<file path="src/design/am_soft_mute_defines.svh">
// Register offsets, reset values, field widths and timing for the AM soft-mute stage
`ifndef AM_SOFT_MUTE_DEFINES_SVH
`define AM_SOFT_MUTE_DEFINES_SVH
`define PROP_RAMP_RATE 16'h3300
`define PROP_ATTEN_SLOPE 16'h3301
`define PROP_ATTEN_CEILING 16'h3302
`define PROP_ENGAGE_THRESHOLD 16'h3303
`define PROP_SEEK_LOWER_LIMIT 16'h3400
`define RST_RAMP_RATE 16'h0040
`define RST_ATTEN_SLOPE 4'h2
`define RST_ATTEN_CEILING 6'h10
`define RST_ENGAGE_THRESHOLD 6'h0a
`define RST_SEEK_LOWER_LIMIT 16'h0208
`define SLOPE_W 4
`define DB_W 6
`define FRAC_W 16
`define ATT_W 22
`define STEP_W 25
`define TICK_W 17
// Ramp rate unit in centi-dB per second per code, tick period and clock rate
`define RATE_CENTI_DBPS 435
`define TICK_US 1000
`define CLK_MHZ 100
`define TICK_CYCLES (`TICK_US * `CLK_MHZ)
// Fine attenuation step per rate code per tick, in 1/65536 dB
`define STEP_PER_CODE ((`RATE_CENTI_DBPS * 65536) / (100 * 1000000 / `TICK_US))
`endif

</file>
<file path="src/design/am_soft_mute_pkg.sv">
// Types for the AM soft-mute and seek-floor block
`include "am_soft_mute_defines.svh"
package am_soft_mute_pkg;
	typedef struct packed {
		logic [15:0] ramp_rate_code;
		logic [`SLOPE_W-1:0] attenuation_slope;
		logic [`DB_W-1:0] max_attenuation_db;
		logic [`DB_W-1:0] engage_snr_threshold;
		logic [15:0] seek_lower_bound_khz;
		logic [`ATT_W-1:0] att;
		logic [`TICK_W-1:0] tick;
		logic cts;
		logic [15:0] rdata;
		logic seeking;
		logic seek_wrap;
		logic halt;
		logic wrap;
		logic mute_active;
	} mute_state_s;
endpackage

</file>
<file path="src/design/am_soft_mute_and_seek_floor.sv">
// AM soft-mute attenuation ramp, its property registers and the seek lower band limit
//
// Function
// - The ramp rate code is scaled by 4.35 dB/s to give the attack and decay rate.
// - The ramp rate property is 16 bits wide, usable 1 to 255, resetting to 0x0040.
// - Attenuation target is the lesser of slope times SNR shortfall and the ceiling.
// - The slope is a 4-bit dB-per-dB field, range 1 to 5, resetting to 2.
// - The attenuation ceiling is a 6-bit whole-dB field, 0 to 63, resetting to 16 dB.
// - A ceiling of zero disables soft mute whatever the SNR.
// - Soft mute engages when SNR is below the engage threshold and the ceiling and slope are non-zero.
// - The engage threshold is a 6-bit field in 1 dB steps, resetting to 10 dB.
// - The seek lower bound is a 16-bit kHz value, valid 149 to 23000, resetting to 520.
// - Below the lower bound a seek halts or wraps as its start command chose.
// - After each property access clear-to-send is raised once the next command may come.
`timescale 1ns/1ps
module am_soft_mute_and_seek_floor
	import am_soft_mute_pkg::*;
#(
	parameter int TICK_CYCLES = `TICK_CYCLES
) (
	input wire logic clk_sys_i,
	input wire logic rst_n_i,
	input wire logic powered_up_i,
	input wire logic prop_wr_i,
	input wire logic prop_rd_i,
	input wire logic [15:0] prop_addr_i,
	input wire logic [15:0] prop_wdata_i,
	input wire logic [6:0] snr_db_i,
	input wire logic seek_start_command_i,
	input wire logic seek_wrap_i,
	input wire logic seek_stop_i,
	input wire logic cand_valid_i,
	input wire logic [15:0] cand_freq_khz_i,
	output logic cts_o,
	output logic [15:0] prop_rdata_o,
	output logic [`DB_W-1:0] attenuation_db_o,
	output logic mute_active_o,
	output logic seek_halt_o,
	output logic seek_wrap_o
);
	mute_state_s st;
	mute_state_s next_st;
	logic access;
	logic tick_hit;
	logic below;
	logic [9:0] shortfall_att;
	logic [`DB_W-1:0] tgt_db;
	logic [`ATT_W-1:0] tgt_fine;
	logic [`STEP_W-1:0] step;
	logic [`STEP_W-1:0] gap;

	// Target attenuation from SNR shortfall, clipped by the ceiling
	always_comb begin
		below = ({1'b0, st.engage_snr_threshold} > snr_db_i);
		shortfall_att = 10'(st.attenuation_slope) *
			10'(7'(st.engage_snr_threshold) - snr_db_i);
		if (st.max_attenuation_db == '0 || !below) begin
			tgt_db = '0;
		end else if (shortfall_att > 10'(st.max_attenuation_db)) begin
			tgt_db = st.max_attenuation_db;
		end else begin
			tgt_db = shortfall_att[`DB_W-1:0];
		end
		tgt_fine = {tgt_db, `FRAC_W'h0};
		step = `STEP_W'(st.ramp_rate_code) * `STEP_W'(`STEP_PER_CODE);
		gap = (st.att > tgt_fine) ? `STEP_W'(st.att - tgt_fine) : `STEP_W'(tgt_fine - st.att);
		tick_hit = (st.tick == `TICK_W'(TICK_CYCLES - 1));
		access = powered_up_i && (prop_wr_i || prop_rd_i);
		// Next state: property access, ramp and seek floor
		next_st = st;
		next_st.cts = 1'b1;
		next_st.halt = 1'b0;
		next_st.wrap = 1'b0;
		// Property writes and reads, one busy cycle each
		if (access) begin
			next_st.cts = 1'b0;
			next_st.rdata = 16'h0;
			if (prop_wr_i) begin
				unique case (prop_addr_i)
					`PROP_RAMP_RATE: next_st.ramp_rate_code = prop_wdata_i;
					`PROP_ATTEN_SLOPE: next_st.attenuation_slope = prop_wdata_i[`SLOPE_W-1:0];
					`PROP_ATTEN_CEILING: next_st.max_attenuation_db = prop_wdata_i[`DB_W-1:0];
					`PROP_ENGAGE_THRESHOLD: next_st.engage_snr_threshold = prop_wdata_i[`DB_W-1:0];
					`PROP_SEEK_LOWER_LIMIT: next_st.seek_lower_bound_khz = prop_wdata_i;
					default: ;
				endcase
			end else begin
				unique case (prop_addr_i)
					`PROP_RAMP_RATE: next_st.rdata = st.ramp_rate_code;
					`PROP_ATTEN_SLOPE: next_st.rdata = 16'(st.attenuation_slope);
					`PROP_ATTEN_CEILING: next_st.rdata = 16'(st.max_attenuation_db);
					`PROP_ENGAGE_THRESHOLD: next_st.rdata = 16'(st.engage_snr_threshold);
					`PROP_SEEK_LOWER_LIMIT: next_st.rdata = st.seek_lower_bound_khz;
					default: ;
				endcase
			end
		end
		// Ramp tick and limited step toward target
		next_st.tick = tick_hit ? '0 : st.tick + `TICK_W'(1);
		if (tick_hit) begin
			if (st.att < tgt_fine) begin
				next_st.att = (gap > step) ? st.att + `ATT_W'(step) : tgt_fine;
			end else if (st.att > tgt_fine) begin
				next_st.att = (gap > step) ? st.att - `ATT_W'(step) : tgt_fine;
			end
		end
		next_st.mute_active = (next_st.att != '0);
		// Seek floor: halt or wrap when a candidate falls below the bound
		if (seek_start_command_i) begin
			next_st.seeking = 1'b1;
			next_st.seek_wrap = seek_wrap_i;
		end else if (st.seeking && seek_stop_i) begin
			next_st.seeking = 1'b0;
		end else if (st.seeking && cand_valid_i && cand_freq_khz_i < st.seek_lower_bound_khz) begin
			if (st.seek_wrap) begin
				next_st.wrap = 1'b1;
			end else begin
				next_st.halt = 1'b1;
				next_st.seeking = 1'b0;
			end
		end
	end

	// State register
	always_ff @(posedge clk_sys_i) begin
		if (!rst_n_i) begin
			st <= '0;
			st.ramp_rate_code <= `RST_RAMP_RATE;
			st.attenuation_slope <= `RST_ATTEN_SLOPE;
			st.max_attenuation_db <= `RST_ATTEN_CEILING;
			st.engage_snr_threshold <= `RST_ENGAGE_THRESHOLD;
			st.seek_lower_bound_khz <= `RST_SEEK_LOWER_LIMIT;
			st.cts <= 1'b1;
		end else begin
			st <= next_st;
		end
	end

	// Outputs straight from state
	assign cts_o = st.cts;
	assign prop_rdata_o = st.rdata;
	assign attenuation_db_o = st.att[`ATT_W-1:`FRAC_W];
	assign mute_active_o = st.mute_active;
	assign seek_halt_o = st.halt;
	assign seek_wrap_o = st.wrap;
endmodule

</file>
<file path="config.mk">
export PLATFORM = sky130hd
export DESIGN_NAME = am_soft_mute_and_seek_floor
export DESIGN_NICKNAME = d
export VERILOG_FILES = /design/src/design/am_soft_mute_pkg.sv /design/src/design/am_soft_mute_and_seek_floor.sv
export VERILOG_INCLUDE_DIRS = /design/src /design/src/design
export SDC_FILE = /design/constraint.sdc
export NUM_CORES = 1
export LEC_CHECK = 0
export CORE_MARGIN = 8
export CORE_UTILIZATION = 50
export DETAILED_ROUTE_END_ITERATION = 8
export DONT_BUFFER_PORTS = 1
export PLACE_DENSITY_LB_ADDON = 0.1
export SLEW_MARGIN = 20
export SYNTH_ARGS = -nofsm -noshare
export SYNTH_HDL_FRONTEND = slang
export SYNTH_SLANG_ARGS = --single-unit
</file>
<file path="constraint.sdc">
create_clock -name clk_sys_i -period 17.2 [get_ports clk_sys_i]
set_input_delay 0.86 -clock clk_sys_i [delete_from_list [all_inputs] [get_ports clk_sys_i]]
set_output_delay 0.86 -clock clk_sys_i [all_outputs]
set_load 0.02 [all_outputs]
</file>
# Word level (Yosys, flattened, before mapping)
# Index checks and enable logic that the tools add are counted.
[word_totals] ram_bits=0 reg_bits=109 latchBits=0 romBits=0 wordCells=72 memories=0
[classes] n_bitwise=2 n_lt_le_gt_ge=6 mux=17 eq_ne=7 reduce_logical=18 div=0 shifts=0 n_addsub=6 mul=2
[op_table] operator="22-bit 2-to-1 mux" n=5
[op_table] operator="16-bit by 14-bit == test with 1-bit output, second input constant" n=5
[op_table] operator="16-bit case mux with 5 select lines" n=1
[op_table] operator="22-bit by 22-bit subtractor with 23-bit output" n=2
[op_table] operator="25-bit > comparator" n=1
[op_table] operator="16-bit by 9-bit multiplier with 25-bit output, second input constant" n=1
[op_table] operator="25-bit 2-to-1 mux" n=1
[op_table] operator="22-bit adder" n=1
[op_table] operator="22-bit > comparator" n=1
[op_table] operator="22-bit less-than comparator" n=1
[op_table] operator="22-bit nonzero test" n=1
[op_table] operator="22-bit subtractor" n=1
[op_table] operator="17-bit by 1-bit adder with 17-bit output, second input constant" n=1
[op_table] operator="17-bit == test, second input constant" n=1
[op_table] operator="17-bit 2-to-1 mux" n=1
[op_table] operator="16-bit less-than comparator" n=1
[op_table] operator="16-bit 2-to-1 mux" n=1
[op_table] operator="3-bit AND reduction" n=5
[op_table] operator="6-bit 2-to-1 mux" n=2
[op_table] operator="10-bit by 6-bit > comparator with 1-bit output" n=1
[op_table] operator="4-bit by 10-bit multiplier with 10-bit output" n=1
[op_table] operator="6-bit by 7-bit subtractor with 8-bit output" n=1
[op_table] operator="6-bit by 7-bit > comparator with 1-bit output" n=1
[op_table] operator="6-bit logical NOT" n=1
[op_table] operator="10 further kinds" n=20

# Logic depth before layout (Yosys ltp)
[depth] ltp_word=13 ltp_mapped=51 depth_no_buf=49

# Worst setup path before layout
# OpenSTA, ideal clock, no wires.
[synth_timing] path_type="input-to-reg" start="input port snr_db_i[0]" end="register st (netlist bit mute_active_o)" t_arrival_ps=10552 path_stages=50 required_time_ps=17066 setup_slack_ps=6514 setup_ps=134 path_cell_list="ha_1 > fa_1 > nor2b_1 > o21a_1 > nor2_1 > xnor2_1 > and2_1 > fa_1 > inv_1 > fa_1 > inv_1 > ha_1 > xnor2_1 > ha_1 > nand3_1 > a21o_1 > a21o_1 > o211ai_1 > (+14 left out) > o211ai_1 > nand3_1 > nand2_1 > nand3_1 > a21oi_1 > ha_1 > a21oi_1 > o21ai_0 > nor3_1 > nand2_1 > o21ai_1 > nor2_1 > nand3_1 > nand2_1 > or4b_1 > or4_1 > o41ai_2 > or4b_1"
[synth_between] elab_chain_len=13 elab_cells_between_ends=20 classes_between="add/sub: 3; mul: 1; order compare: 5; mux: 8; reduce/logical: 3"
[synth_lines] item="from (decl)" line_no="am_soft_mute_and_seek_floor.sv:28" source="input wire logic [6:0] snr_db_i,"
[synth_lines] item="6-bit by 7-bit subtractor with 8-bit output" line_no="am_soft_mute_and_seek_floor.sv:56" source="10'(7'(st.engage_snr_threshold) - snr_db_i);"
[synth_lines] item="4-bit by 10-bit multiplier with 10-bit output" line_no="am_soft_mute_and_seek_floor.sv:55" source="shortfall_att = 10'(st.attenuation_slope) *"
[synth_lines] item="10-bit by 6-bit > comparator with 1-bit output" line_no="am_soft_mute_and_seek_floor.sv:59" source="end else if (shortfall_att > 10'(st.max_attenuation_db)) begin"
[synth_lines] item="6-bit 2-to-1 mux" line_no="am_soft_mute_and_seek_floor.sv:59"
[synth_lines] item="6-bit 2-to-1 mux *" line_no="am_soft_mute_and_seek_floor.sv:57" source="if (st.max_attenuation_db == '0 || !below) begin"
[synth_lines] item="22-bit by 22-bit subtractor with 23-bit output or 22-bit > comparator (tied branches)" line_no="am_soft_mute_and_seek_floor.sv:66, am_soft_mute_and_seek_floor.sv:103"
[synth_lines] item="25-bit 2-to-1 mux" line_no="am_soft_mute_and_seek_floor.sv:66" source="gap = (st.att > tgt_fine) ? `STEP_W'(st.att - tgt_fine) : `STEP_W'(tgt_fine - st.att);"
[synth_lines] item="25-bit > comparator" line_no="am_soft_mute_and_seek_floor.sv:102, am_soft_mute_and_seek_floor.sv:104"
[synth_lines] item="22-bit 2-to-1 mux" line_no="am_soft_mute_and_seek_floor.sv:104" source="next_st.att = (gap > step) ? st.att - `ATT_W'(step) : tgt_fine;"
[synth_lines] item="22-bit 2-to-1 mux" line_no="am_soft_mute_and_seek_floor.sv:103" source="end else if (st.att > tgt_fine) begin"
[synth_lines] item="22-bit 2-to-1 mux *" line_no="am_soft_mute_and_seek_floor.sv:101" source="if (st.att < tgt_fine) begin"
[synth_lines] item="22-bit 2-to-1 mux *" line_no="am_soft_mute_and_seek_floor.sv:100" source="if (tick_hit) begin"
[synth_lines] item="22-bit nonzero test *" line_no="am_soft_mute_and_seek_floor.sv:107" source="next_st.mute_active = (next_st.att != '0);"
[synth_lines] item="to (signal assigned)" line_no="am_soft_mute_and_seek_floor.sv:135" source="st <= next_st;"
[synth_lines] item="to (decl)" line_no="am_soft_mute_and_seek_floor.sv:41" source="mute_state_s st;"
# Every way passes the cells marked *; elsewhere a longest branch is shown, timed or not.
# A chain may end at the register's enable or synchronous reset.

# Final worst setup path
# Ends and elaborated chain as after synthesis.

==> impl_metrics.ini <==
[clock_network]
cts.sinks = 109
clkLatencyLatePin_ns = 0.37
cts_htree_levels = 3
clk_pin_slew_ns = 0.08
ctsResizeCount = 0
ctsHoldBuffers = 0
cts_tree = done
clockBufferDepth = 2
cts_root_buf = clkbuf_16
cts_setup_buffers = 0
cts_buffers = 9

[pwr]
total_leakage_power_nw = 5.98
vdd.ir_drop.worst_mv = 0.0482
p_per_area_nw_per_um2 = 44.0
finalPower_mw = 0.566

[global_routing]
grt_max_degree = 62
antenna_found_initial = 0
gr-usage-all-layers_pct = 22.2
grt_pass1_vias = 10500
grt.overflow.total = 0
grt_pass1_wl_mm = 55.5

[cells_and_area]
nets = 1824
layout_common_cells = 188 x ha_1, 164 x inv_1, 155 x nand2_1, 143 x nor2_1, 134 x a21oi_1
antennaDiodeCount = 0
drive_gt1_share_pct = 4.01
stdcell_count = 1845
layout.cells.most_common = ha_1
area_growth_pct = 3.58

[place]
place_inst = 1829
dp_hpwl_mm = 26.6
portBuffers = 0
place_congestion = 0.924
pre_cts_ws_ns = 5.44

[logic_synthesis]
yosysSeqAreaShare_pct = 17.6
synth.ff_latch_count = 109
ys_dominant_reg_cell = dfxtp_1
synth_nets = 1875
synth_cells = 1567
yosysWarnings = 0
synth-edff-count = 0
netlist_area_um2 = 12400
async_flop_share_pct = 0
avgSynthCellArea_um2 = 7.92
synthDistinctLibCells = 86

[critical_path]
critPathMaxFanout = 23
critical_path.slowest_cell = a31oi_2
path_delay_family = adder cells
worst_ep_required_time_ns = 17.44
worst_ep_arrival_time_ns = 11.72
worstSetupStartpointType = input pin
crit_path_end_kind = register
path_common_cell = ha_1
critPathKind = input pin to register
path_buf_inv = 4
slowest_delay_ns = 0.65

[floorplanning]
die_y_um = 174
die_area_um2 = 30100
io-pin-count = 90
die_x_um = 174
start_util_pct = 51.1
core_area_um2 = 24300
row_count = 57

[sta]
fmax_mhz = 87.1
worstMarginPinSlew_ns = 0.999
fin_worst_skew_ns = 0.0138
final_hold_viol_count = 0
fin_crit_sh_pct = 66.7
fin_hold_ws_ns = 0.459
relSlewSlack_pct = 33.1
report.final.setup_viol = 0
fin_ws_ns = 5.72
tns_ns = 0
slew_violations = 0
period_needed_ns = 11.48
grt_setup_unrepaired = false

[route]
drtIter0Drc = 822
first_pass_iters = 6
num_vias = 10800
drc = 0
post_drt_wl_per_cell_um = 18.2
drt_wl_total_mm = 33.6
via_per_inst = 5.83
ant_nets = 0

[min_path]
hold_path.class = register to register

[run_status]
status = complete, no violations

[run]
cap_violations = 0
[Yosys cell counts, drive strengths merged (15+ instances only)]
| cell type | n | area share, % |
|---|---|---|
| ha | 188 | 19 |
| clkbuf | 37 | 1.1 |
| nor2 | 144 | 4.4 |
| nand2b | 16 | 0.81 |
| a21oi | 135 | 5.5 |
| o21ai | 63 | 2.7 |
| nand2 | 155 | 4.7 |
| nor3 | 38 | 1.5 |
| nand3 | 30 | 1.2 |
| inv | 165 | 5.0 |
| buf | 35 | 1.9 |
| xor2 | 29 | 2.0 |
| fa | 56 | 9.0 |
| nor2b | 26 | 1.3 |
| mux2i | 24 | 2.0 |
| xnor2 | 38 | 2.7 |
| a21o | 30 | 1.8 |
| dfxtp | 109 | 18 |
| o211ai | 15 | 0.91 |
| and2 | 23 | 1.2 |
[final timing paths]
check	end	cells after the start	from	slack [ns]
worst max-delay path	mute_active_o	42	snr_db_i[0]	5.72
worst min-delay path	st[22]	1	st[22]	0.46
worst max register to register	mute_active_o	43	st[77]	5.79
worst min register to register	st[22]	1	st[22]	0.46
[cells by family after synthesis]
| logic type | after synthesis | synth area share (%) |
|---|---|---|
| XOR/XNOR | 68 | 4.91 |
| adder cells (fa/ha/maj) | 244 | 28.0 |
| AO/OA/AOI/OAI | 372 | 19.6 |
| buffers and inverters | 237 | 7.96 |
| AND/OR/NAND/NOR | 508 | 19.5 |
| flip-flops | 109 | 17.6 |
| multiplexers | 29 | 2.49 |
[layout make-up]
class	instances	area, um2
inverter	165	619
timing repair buffer	10	75.1
multi-input combinational	1221	9260
clock buffer	9	225
tap	324	405
sequential	109	2180
clock inverter	7	91.3
fill	2389	11500
[sequential cells by signal (all words and copies together) (netlist names)]
register          count
attenuation_db_o      6
cts_o                 1
mute_active_o         1
prop_rdata_o         16
seek_halt_o           1
seek_wrap_o           1
st                   83
[worst register-to-register path, delay by kind of cell, from the launching register on]
| family | cells | cell delay [ns] |
|---|---|---|
| adder cells (fa/ha/maj) | 8 | 3.00 |
| XOR/XNOR | 3 | 0.49 |
| flip-flops | 1 | 0.38 |
| buffers and inverters | 5 | 0.77 |
| AO/OA/AOI/OAI | 12 | 2.90 |
| multiplexers | 2 | 0.75 |
| AND/OR/NAND/NOR | 13 | 2.99 |
[per-stage QoR]
stage / util [%] / instance area, um2
after detailed placement: 51.6 / 12500
after global placement: 51.6 / 12500
after CTS: 52.9 / 12900
after global routing: 52.9 / 12900
after floorplan: - / 12400
final: 52.9 / 12900
[metal layers]
layer,GRT usage (%),wire length (um),vias up
li1,-,-,5316
met1,29.4,15600,5013
met2,35.9,15100,367
met3,4.09,2160,62
met4,6.95,882,0
met5,0,0,-
[power breakdown]
| part | switching, mW | total, mW | internal (mW) |
|---|---|---|---|
| sequential | 0.00234 | 0.256 | 0.254 |
| combinational | 0.0488 | 0.0788 | 0.0300 |
| clock | 0.125 | 0.231 | 0.106 |
| total | 0.176 | 0.566 | 0.390 |
Note: power is estimated with default switching activity, not from simulation.
